## src/gateway_map.vh

```
/*
 holds offsets, field positions, reset values and timing counts of the gateway status/routing block.
 assumes a 40 MHz core clock and a classic wishbone slave with 32-bit data.
*/
`ifndef GATEWAY_MAP_VH
`define GATEWAY_MAP_VH
`define CLK_HZ 40000000
`define BLINK_PERIOD_MS 1000
`define BLINK_HALF_CYC ((`CLK_HZ / 1000) * `BLINK_PERIOD_MS / 2)
`define SELFTEST_STEP_MS 500
`define SELFTEST_STEP_CYC ((`CLK_HZ / 1000) * `SELFTEST_STEP_MS)
`define SERVICE_BAUD 9600
`define BAUD_DIV (`CLK_HZ / `SERVICE_BAUD)
`define ADR_CTRL 8'h00
`define ADR_STATUS 8'h04
`define ADR_IRQ_STAT 8'h08
`define ADR_IRQ_MASK 8'h0c
`define ADR_SVC_TX 8'h10
`define ADR_SVC_RX 8'h14
`define CTRL_BOOT 0
`define CTRL_BOARD_ERR 1
`define CTRL_NET_OK 2
`define CTRL_CONN 3
`define CTRL_NET_ERR 4
`define CTRL_CONN_TMO 5
`define CTRL_DEV_ERR 6
`define CTRL_RST 8'h00
`define IRQ_RX 0
`define IRQ_TX_DONE 1
`define IRQ_SEL_CHG 2
`define IRQ_SELFTEST 3
`define SEL_RUN 2'h0
`define SEL_DEVICE 2'h1
`define SEL_GATEWAY 2'h2
`define CHAR_STX 8'h02
`define CHAR_CR 8'h0d
`define CHAR_LF 8'h0a
`define LED_OFF 2'h0
`define LED_GREEN 2'h1
`define LED_RED 2'h2
`define LED_ORANGE 2'h3
`endif

```

## src/blink_divider.v

```verilog
/*
 holds the common flash divider: a ~1 s square wave and a self-test step pulse.
 assumes one clock and a synchronous active-high reset.
*/
`include "gateway_map.vh"
module blink_divider (
    input wire clk,
    input wire rst,
    output reg blink_q,
    output reg step_q
);
    reg [24:0] half_cnt_q;
    reg [24:0] step_cnt_q;

    always @(posedge clk) begin
        if (rst) begin
            half_cnt_q <= 25'h0;
            step_cnt_q <= 25'h0;
            blink_q <= 1'b0;
            step_q <= 1'b0;
        end else begin
            step_q <= 1'b0;
            if (half_cnt_q == `BLINK_HALF_CYC - 1) begin
                half_cnt_q <= 25'h0;
                blink_q <= ~blink_q;
            end else begin
                half_cnt_q <= half_cnt_q + 25'h1;
            end
            if (step_cnt_q == `SELFTEST_STEP_CYC - 1) begin
                step_cnt_q <= 25'h0;
                step_q <= 1'b1;
            end else begin
                step_cnt_q <= step_cnt_q + 25'h1;
            end
        end
    end
endmodule // blink_divider

```

## src/service_uart.v

```verilog
/*
 holds the service port serial engine: rxd/txd only, 8 data bits, no parity, 1 stop bit.
 assumes rxd is synchronous to the clock and idles high.
*/
`include "gateway_map.vh"
module service_uart (
    input wire clk,
    input wire rst,
    input wire rxd,
    output reg txd_q,
    input wire tx_start,
    input wire [7:0] tx_data,
    output wire tx_busy,
    output reg [7:0] rx_data_q,
    output reg rx_valid_q
);
    reg [12:0] tx_cnt_q;
    reg [3:0] tx_bit_q;
    reg [8:0] tx_sh_q;
    reg tx_act_q;
    reg [12:0] rx_cnt_q;
    reg [3:0] rx_bit_q;
    reg [7:0] rx_sh_q;
    reg rx_act_q;

    assign tx_busy = tx_act_q;

    // no rts/cts: flow control is left to the pc
    always @(posedge clk) begin
        if (rst) begin
            txd_q <= 1'b1;
            tx_act_q <= 1'b0;
            tx_cnt_q <= 13'h0;
            tx_bit_q <= 4'h0;
            tx_sh_q <= 9'h1ff;
        end else if (!tx_act_q) begin
            if (tx_start) begin
                tx_act_q <= 1'b1;
                txd_q <= 1'b0;
                tx_sh_q <= {1'b1, tx_data}; // 8n1
                tx_cnt_q <= 13'h0;
                tx_bit_q <= 4'h0;
            end
        end else if (tx_cnt_q == `BAUD_DIV - 1) begin
            tx_cnt_q <= 13'h0;
            if (tx_bit_q == 4'h9) begin
                tx_act_q <= 1'b0;
            end else begin
                txd_q <= tx_sh_q[0];
                tx_sh_q <= {1'b1, tx_sh_q[8:1]};
                tx_bit_q <= tx_bit_q + 4'h1;
            end
        end else begin
            tx_cnt_q <= tx_cnt_q + 13'h1;
        end
    end

    always @(posedge clk) begin
        if (rst) begin
            rx_act_q <= 1'b0;
            rx_cnt_q <= 13'h0;
            rx_bit_q <= 4'h0;
            rx_sh_q <= 8'h00;
            rx_data_q <= 8'h00;
            rx_valid_q <= 1'b0;
        end else begin
            rx_valid_q <= 1'b0;
            if (!rx_act_q) begin
                if (!rxd) begin
                    rx_act_q <= 1'b1;
                    rx_cnt_q <= 13'h0;
                    rx_bit_q <= 4'h0;
                end
            end else if ((rx_bit_q == 4'h0 && rx_cnt_q == `BAUD_DIV / 2 - 1) ||
                         (rx_bit_q != 4'h0 && rx_cnt_q == `BAUD_DIV - 1)) begin
                rx_cnt_q <= 13'h0;
                rx_bit_q <= rx_bit_q + 4'h1;
                if (rx_bit_q == 4'h0 && rxd) begin
                    rx_act_q <= 1'b0; // glitch, not a start bit
                end else if (rx_bit_q == 4'h9) begin
                    rx_act_q <= 1'b0;
                    if (rxd) begin
                        rx_data_q <= rx_sh_q;
                        rx_valid_q <= 1'b1;
                    end
                end else if (rx_bit_q != 4'h0) begin
                    rx_sh_q <= {rxd, rx_sh_q[7:1]};
                end
            end else begin
                rx_cnt_q <= rx_cnt_q + 13'h1;
            end
        end
    end
endmodule // service_uart

```

## src/gateway_status_and_service_routing.v

```verilog
/*
 holds the gateway status/routing top: service-port routing, fieldbus/end-device path gating,
 the gateway's own service serial engine, led encoders and a wishbone register file.
 assumes the fieldbus stack, end-device uart and selector switch are outside and synchronous.
*/
// The register addresses and the Wishbone register port were left to the implementer.
`include "gateway_map.vh"
module gateway_status_and_service_routing (
    input wire CORE_CLK,
    input wire SYS_RST,
    input wire WB_CYC_I,
    input wire WB_STB_I,
    input wire WB_WE_I,
    input wire [7:0] WB_ADR_I,
    input wire [3:0] WB_SEL_I,
    input wire [31:0] WB_DAT_I,
    output reg [31:0] WB_DAT_O,
    output reg WB_ACK_O,
    output wire WB_ERR_O,
    output wire IRQ_O,
    input wire [1:0] SERVICE_SELECT,
    input wire SVC_RXD,
    output wire SVC_TXD,
    input wire DEV_RXD,
    output wire DEV_TXD,
    input wire FB_TXD,
    output wire FB_RXD,
    output wire FB_NODE_ENABLE,
    output wire [1:0] BOARD_LED,
    output wire [1:0] NETWORK_STATUS_LED,
    output wire [1:0] POWER_LED
);
    localparam ST_TEST_RED = 4'b0001;
    localparam ST_TEST_GREEN = 4'b0010;
    localparam ST_TEST_OFF = 4'b0100;
    localparam ST_DONE = 4'b1000;

    reg [7:0] ctrl_q;
    reg [3:0] irq_stat_q;
    reg [3:0] irq_mask_q;
    reg [3:0] test_q;
    reg [1:0] sel_prev_q;
    reg [7:0] tx_data_q;
    reg tx_start_q;
    reg [7:0] rx_hold_q;
    reg rx_full_q;
    reg [1:0] board_led_q;
    reg [1:0] net_led_q;
    reg [1:0] pwr_led_q;
    wire blink;
    wire step;
    wire gw_txd;
    wire tx_busy;
    wire [7:0] rx_data;
    wire rx_valid;
    wire sel_dev;
    wire sel_gw;
    wire in_service;
    wire bus_req;
    wire rd_irq_stat;
    wire rd_rx;
    wire tx_done;
    reg tx_busy_q;
    reg [3:0] irq_set;
    reg [1:0] board_led_d;
    reg [1:0] net_led_d;
    reg [1:0] pwr_led_d;
    reg [31:0] rd_data_d;

    function [1:0] sel_decode;
        input [1:0] pos;
        begin
            case (pos)
                `SEL_DEVICE: sel_decode = 2'b01;
                `SEL_GATEWAY: sel_decode = 2'b10;
                default: sel_decode = 2'b00;
            endcase
        end
    endfunction

    // self-test colour of a step; both leds run off one sequencer
    function [1:0] test_colour;
        input [3:0] state;
        begin
            case (state)
                ST_TEST_RED: test_colour = `LED_RED;
                ST_TEST_GREEN: test_colour = `LED_GREEN;
                default: test_colour = `LED_OFF;
            endcase
        end
    endfunction

    // all flashing leds share the divider phase, so they blink in step
    function [1:0] flash_colour;
        input phase;
        input [1:0] lit;
        input [1:0] dark;
        begin
            flash_colour = phase ? lit : dark;
        end
    endfunction

    // accepted read of one register; clear-on-read side effects hang off it
    function rd_hit;
        input req;
        input we;
        input [7:0] adr;
        input [7:0] target;
        begin
            rd_hit = req & ~we & (adr == target);
        end
    endfunction

    ////////////////////////////////////////////////////////////////////////////
    // divider and serial engine

    blink_divider u_blink (
        .clk(CORE_CLK),
        .rst(SYS_RST),
        .blink_q(blink),
        .step_q(step)
    );

    service_uart u_uart (
        .clk(CORE_CLK),
        .rst(SYS_RST),
        .rxd(sel_gw ? SVC_RXD : 1'b1),
        .txd_q(gw_txd),
        .tx_start(tx_start_q),
        .tx_data(tx_data_q),
        .tx_busy(tx_busy),
        .rx_data_q(rx_data),
        .rx_valid_q(rx_valid)
    );

    ////////////////////////////////////////////////////////////////////////////
    // routing

    // a reserved code falls back to run, the safe position
    assign sel_dev = sel_decode(SERVICE_SELECT) == 2'b01;
    assign sel_gw = sel_decode(SERVICE_SELECT) == 2'b10;
    assign in_service = sel_dev | sel_gw;

    assign SVC_TXD = sel_dev ? DEV_RXD : (sel_gw ? gw_txd : 1'b1);
    assign DEV_TXD = sel_dev ? SVC_RXD : (in_service ? 1'b1 : FB_TXD);
    assign FB_RXD = in_service ? 1'b1 : DEV_RXD;
    // node never gated by service; only the self-test holds it back
    assign FB_NODE_ENABLE = test_q == ST_DONE;

    ////////////////////////////////////////////////////////////////////////////
    // power-up self-test sequence

    always @(posedge CORE_CLK) begin
        if (SYS_RST) begin
            test_q <= ST_TEST_RED;
        end else if (step) begin
            case (test_q)
                ST_TEST_RED: test_q <= ST_TEST_GREEN;
                ST_TEST_GREEN: test_q <= ST_TEST_OFF;
                ST_TEST_OFF: test_q <= ST_DONE;
                ST_DONE: test_q <= ST_DONE;
                default: test_q <= ST_TEST_RED;
            endcase
        end
    end

    ////////////////////////////////////////////////////////////////////////////
    // led encoders

    always @* begin
        if (ctrl_q[`CTRL_BOOT])
            board_led_d = flash_colour(blink, `LED_GREEN, `LED_ORANGE);
        else if (ctrl_q[`CTRL_BOARD_ERR])
            board_led_d = `LED_ORANGE;
        else if (ctrl_q[`CTRL_DEV_ERR])
            board_led_d = `LED_OFF;
        else
            board_led_d = `LED_GREEN;
    end

    always @* begin
        if (test_q != ST_DONE) begin
            net_led_d = test_colour(test_q);
            pwr_led_d = test_colour(test_q);
        end else begin
            pwr_led_d = ctrl_q[`CTRL_DEV_ERR] ? `LED_OFF : `LED_GREEN;
            // errors outrank the healthy states
            if (ctrl_q[`CTRL_NET_ERR])
                net_led_d = `LED_RED;
            else if (ctrl_q[`CTRL_CONN_TMO])
                net_led_d = flash_colour(blink, `LED_RED, `LED_OFF);
            else if (ctrl_q[`CTRL_NET_OK] && ctrl_q[`CTRL_CONN])
                net_led_d = `LED_GREEN;
            else if (ctrl_q[`CTRL_NET_OK])
                net_led_d = flash_colour(blink, `LED_GREEN, `LED_OFF);
            else
                net_led_d = `LED_OFF;
        end
    end

    // registered so the pins never glitch between two encodings
    always @(posedge CORE_CLK) begin
        if (SYS_RST) begin
            board_led_q <= `LED_OFF;
            net_led_q <= `LED_OFF;
            pwr_led_q <= `LED_OFF;
        end else begin
            board_led_q <= board_led_d;
            net_led_q <= net_led_d;
            pwr_led_q <= pwr_led_d;
        end
    end

    assign BOARD_LED = board_led_q;
    assign NETWORK_STATUS_LED = net_led_q;
    assign POWER_LED = pwr_led_q;

    ////////////////////////////////////////////////////////////////////////////
    // wishbone slave, one wait-free cycle then ack

    assign bus_req = WB_CYC_I & WB_STB_I & ~WB_ACK_O;
    assign WB_ERR_O = 1'b0;
    assign rd_irq_stat = rd_hit(bus_req, WB_WE_I, WB_ADR_I, `ADR_IRQ_STAT);
    assign rd_rx = rd_hit(bus_req, WB_WE_I, WB_ADR_I, `ADR_SVC_RX);
    assign tx_done = tx_busy_q & ~tx_busy;
    assign IRQ_O = |(irq_stat_q & irq_mask_q);

    always @* begin
        irq_set = 4'h0;
        irq_set[`IRQ_RX] = rx_valid;
        irq_set[`IRQ_TX_DONE] = tx_done;
        irq_set[`IRQ_SEL_CHG] = SERVICE_SELECT != sel_prev_q;
        irq_set[`IRQ_SELFTEST] = step & (test_q == ST_TEST_OFF);
    end

    // read mux; the clocked side only latches it on an accepted read
    always @* begin
        case (WB_ADR_I)
            `ADR_CTRL: rd_data_d = {24'h0, ctrl_q};
            `ADR_STATUS: rd_data_d = {22'h0, tx_busy, rx_full_q, test_q, in_service, sel_gw, sel_dev,
                                      FB_NODE_ENABLE};
            `ADR_IRQ_STAT: rd_data_d = {28'h0, irq_stat_q};
            `ADR_IRQ_MASK: rd_data_d = {28'h0, irq_mask_q};
            `ADR_SVC_RX: rd_data_d = {23'h0, rx_full_q, rx_hold_q};
            default: rd_data_d = 32'h0;
        endcase
    end

    always @(posedge CORE_CLK) begin
        if (SYS_RST) begin
            WB_ACK_O <= 1'b0;
            WB_DAT_O <= 32'h0;
            ctrl_q <= `CTRL_RST;
            irq_mask_q <= 4'h0;
            irq_stat_q <= 4'h0;
            sel_prev_q <= `SEL_RUN;
            tx_data_q <= 8'h00;
            tx_start_q <= 1'b0;
            tx_busy_q <= 1'b0;
            rx_hold_q <= 8'h00;
            rx_full_q <= 1'b0;
        end else begin
            WB_ACK_O <= bus_req;
            tx_start_q <= 1'b0;
            tx_busy_q <= tx_busy;
            sel_prev_q <= SERVICE_SELECT;
            // a new event outranks the clear-on-read
            irq_stat_q <= (rd_irq_stat ? 4'h0 : irq_stat_q) | irq_set;
            if (rx_valid) begin
                rx_hold_q <= rx_data;
                rx_full_q <= 1'b1;
            end else if (rd_rx) begin
                rx_full_q <= 1'b0;
            end
            if (bus_req && WB_WE_I && WB_SEL_I[0]) begin
                case (WB_ADR_I)
                    `ADR_CTRL: ctrl_q <= WB_DAT_I[7:0];
                    `ADR_IRQ_MASK: irq_mask_q <= WB_DAT_I[3:0];
                    `ADR_SVC_TX: begin
                        // byte dropped while a character is on the line
                        if (!tx_busy && sel_gw) begin
                            tx_data_q <= WB_DAT_I[7:0];
                            tx_start_q <= 1'b1;
                        end
                    end
                    default: ;
                endcase
            end
            if (bus_req && !WB_WE_I) begin
                WB_DAT_O <= rd_data_d;
            end
        end
    end
endmodule // gateway_status_and_service_routing

```

## config.mk

```make
export PLATFORM = sky130hd
export DESIGN_NAME = gateway_status_and_service_routing
export DESIGN_NICKNAME = d
export VERILOG_FILES = /design/src/blink_divider.v /design/src/service_uart.v /design/src/gateway_status_and_service_routing.v
export VERILOG_INCLUDE_DIRS = /design/src
export SDC_FILE = /design/constraint.sdc
export NUM_CORES = 1
export LEC_CHECK = 0
export BUFFER_PORTS_ARGS = -buffer_cell sky130_fd_sc_hd__buf_2
export CAP_MARGIN = 20
export CORE_MARGIN = 1.5
export CORE_UTILIZATION = 30
export CTS_BUF_LIST = sky130_fd_sc_hd__clkbuf_16
export CTS_CLUSTER_SIZE = 20
export DETAILED_ROUTE_END_ITERATION = 10
export GPL_TIMING_DRIVEN = 0
export RECOVER_POWER = 25
export SLEW_MARGIN = 20
export SYNTH_ARGS = -nofsm -noshare
export SYNTH_HDL_FRONTEND = slang
export SYNTH_SLANG_ARGS = --single-unit
```

## constraint.sdc

```tcl
create_clock -name CORE_CLK -period 3 [get_ports CORE_CLK]
set_input_delay 0 -clock CORE_CLK [delete_from_list [all_inputs] [get_ports CORE_CLK]]
set_output_delay 0 -clock CORE_CLK [all_outputs]
set_load 0.1 [all_outputs]
```

==> qor.yml <==
synthesis:
  ys_ff_latch: 172
  avgSynthCellArea_um2: 8.86
  synth_area_um2: 7990
  async_flop_share_pct: 0
  ys_seq_area_share_pct: 43.1
  synth-edff-count: 0
  synth-main-ff-cell: "dfxtp_1"
  ys_warn_count: 0
  synth_cells: 901
  synthDistinctLibCells: 67
final_layout:
  diodes: 0
  layout.nets: 1070
  layout_common_cells: "dfxtp_1 (172), nor2_1 (155), nand2_1 (67), mux2i_1 (54)"
  final_common_cell: "dfxtp_1"
  drive_gt1_share_pct: 11.6
  area.growth.synth_to_final_pct: 18.0
timing:
  skew_ns: 0.00951
  layout_min_cycle_time_ns: 2.31
  finalCritPeriodShare_pct: 77.0
  hold_viol_final: 0
  worst_pin_slew_ns: 1.26
  fin_tns_setup_ns: 0
  fmax_mhz: 433
  max_slew_margin_pct: 16.2
  final-setup-viol-count: 0
  finalMaxSlewViolations: 0
  grt_setup_unrepaired: "no"
pwr:
  powerDensity_nw_per_um2: 527
  pwr-share-seq_pct: 46.5
  p_clk_share_pct: 45.8
  cellLeakagePower_nw: 3.56
  p_total_w: 0.00496
  switching_share_pct: 25.4
  power.internal_w: 0.00370
  peakVddDrop_v: 0.000355
  p_sw_w: 0.00126
  combPwrFrac_pct: 7.7
die:
  start_util_pct: 30.6
  die_h_um: 166
  core_area_um2: 26100
  dieArea_um2: 27600
  die_w_um: 166
  ioPinCount: 99
  fp-row-count: 59
clock_tree:
  cts_buffer_depth: 2
  cts_tree: "built"
  ctsHoldBuffers: 13
  cts.sinks: 172
  cts_resized: 0
  clk_latency_ns: 0.43
  clkTransAtPathRegs_ns: 0.07
  cts_buffers: 17
  post-cts-setup-buffer-count: 0
  cts_htree_levels: 4
  clockRootBuffer: "clkbuf_16"
worst_setup_path:
  path_buf_inv: 1
  cp_cell_sequence: "ha_1, nor4b_1, a31oi_1, a311o_1, buf_2, mux2i_1, nor2_1"
  ff2ff_path_depth: 7
  cp-start-kind: "flip-flop"
  cp.required_ns: 3.30
  setup.worst_path.class: "reg2reg"
  crit_slowest_cell: "nor4b_1"
  crit_cells: 7
  end_kind: "flip-flop"
  cp_max_fo: 10
  cp_data_arrival_time_ns: 2.61
  critical-path-max-stage-delay_ns: 0.48
  critical_path.top_delay_family: "compound AO/OA/AOI/OAI gates"
outcome:
  status: "finished clean"
grt:
  grt_use_met3_pct: 3.12
  grt_pass1_wl_um: 30300
  grt_use_total_pct: 13.6
  overflow: 0
  grt_pass1_vias: 5871
  grt_use_met1_pct: 19.6
  top_usage_layer: "met2"
  antenna_found_initial: 0
  grt_start_max_net_pins: 17
  grt_use_met2_pct: 20.2
routing:
  wl_per_cell_um: 13.8
  antenna_left: 0
  avgViaCountPerCell: 4.74
  first_pass_iters: 5
  wl_um: 18600
  dr_total_vias: 6405
  drc_errors: 0
  initialDrtViolationCount: 419
place:
  portBuffers: 47
  place.gp.congestion: 0.796
  hpwl_um: 13500
hold_path:
  hold_class: "in2reg"
  min_path_cells: 5
run:
  cap_violations: 0
[worst min-delay path, stage by stage]
cell and delay [ns]:
buf_2 0.09, inv_1 0.05, nand2_1 0.11, mux2i_1 0.08
nor2_1 0.09
[per-stage QoR]
| step | utilization [%] | hold WS (ns) | instances | area (um2) | setup slack [ns] |
|---|---|---|---|---|---|
| floorplan | - | 0.138 | 923 | 8080 | 0.0157 |
| global placement | 33.5 | 0.279 | 1305 | 8730 | 0.809 |
| detailed placement | 33.5 | 0.286 | 1305 | 8730 | 0.799 |
| CTS | 36.3 | 0.0263 | 1350 | 9460 | 0.792 |
| global route | 36.2 | 0.0685 | 1350 | 9420 | 0.538 |
| finish | 36.2 | 0.0320 | 1350 | 9420 | 0.689 |
[cells by family after synthesis]
kind of cell / share of synthesized area (%)
AOI/OAI and AO/OA: 8.48
xor gates and xnor gates: 6.69
adders and majority gates: 2.19
buffers and inverters: 6.31
DFF: 43.1
muxes: 7.61
other: 0.0470
and+or+nand+nor: 25.6
[path summary, 6_finish.rpt]
path                             end  slack, ns          startpoint
setup / recovery  u_uart.tx_bit_q[0]       0.69  u_uart.tx_cnt_q[0]
hold / removal     u_uart.rx_sh_q[7]       0.03             SVC_RXD
setup reg to reg  u_uart.tx_bit_q[0]       0.69  u_uart.tx_cnt_q[0]
hold reg to reg          WB_DAT_O[9]       0.46         WB_DAT_O[9]
[routing by layer]
metal	up-vias	part of all wire [%]	wire length, um
li1	3272	-	-
met1	2990	51	9500
met2	129	43	8010
met3	14	5.0	937
met4	0	0.89	165
met5	-	0	0
[registers in the layout (all words and copies together), names as in the netlist, 10 cells and up]
register,flops
u_blink.half_cnt_q,25
u_blink.step_cnt_q,25
u_uart.tx_cnt_q,13
u_uart.rx_cnt_q,13
WB_DAT_O,10
[power groups by stage]
stage	sequential, W	combinational, W	clock, W
CTS	0.00231	0.000383	0.00231
global route	0.00231	0.000404	0.00240
detailed placement	0.00236	0.000369	0
floorplan	0.00238	0.000275	0
global placement	0.00236	0.000369	0
finish	0.00231	0.000382	0.00227
[area by class of cell]
class | count | area (um2)
tap | 335 | 419
sequential | 172 | 3440
inverter | 28 | 105
fill | 2712 | 16600
clock buffer | 17 | 425
buffer | 67 | 399
timing repair buffer | 60 | 342
clock inverter | 15 | 171
multi-input combinational | 656 | 4120
[synth_stat cells, drive strengths merged, types with 3 or more instances]
master	count	share of area (%)
a21oi	36	2.3
nand3b	4	0.38
and2	3	0.24
xnor2	22	2.4
a22oi	7	0.66
inv	27	1.3
o211ai	8	0.75
or2	4	0.31
nor4b	8	1.1
a31oi	4	0.31
ha	14	2.2
nand2	67	3.1
and4	5	0.55
clkbuf	27	1.3
o21ai	17	1.1
nand2b	22	1.7
a41oi	5	0.55
nand4	18	1.6
buf	40	3.7
and3	11	0.86
nor4	16	1.6
a311oi	12	1.3
xor2	39	4.3
nor2	155	7.3
nand4b	3	0.33
and4b	3	0.38
nor3	14	0.94
nor2b	7	0.55
dfxtp	172	43
nand3	45	2.8
a211oi	4	0.53
mux2i	54	6.8
Note: power is estimated with default switching activity, not from simulation.
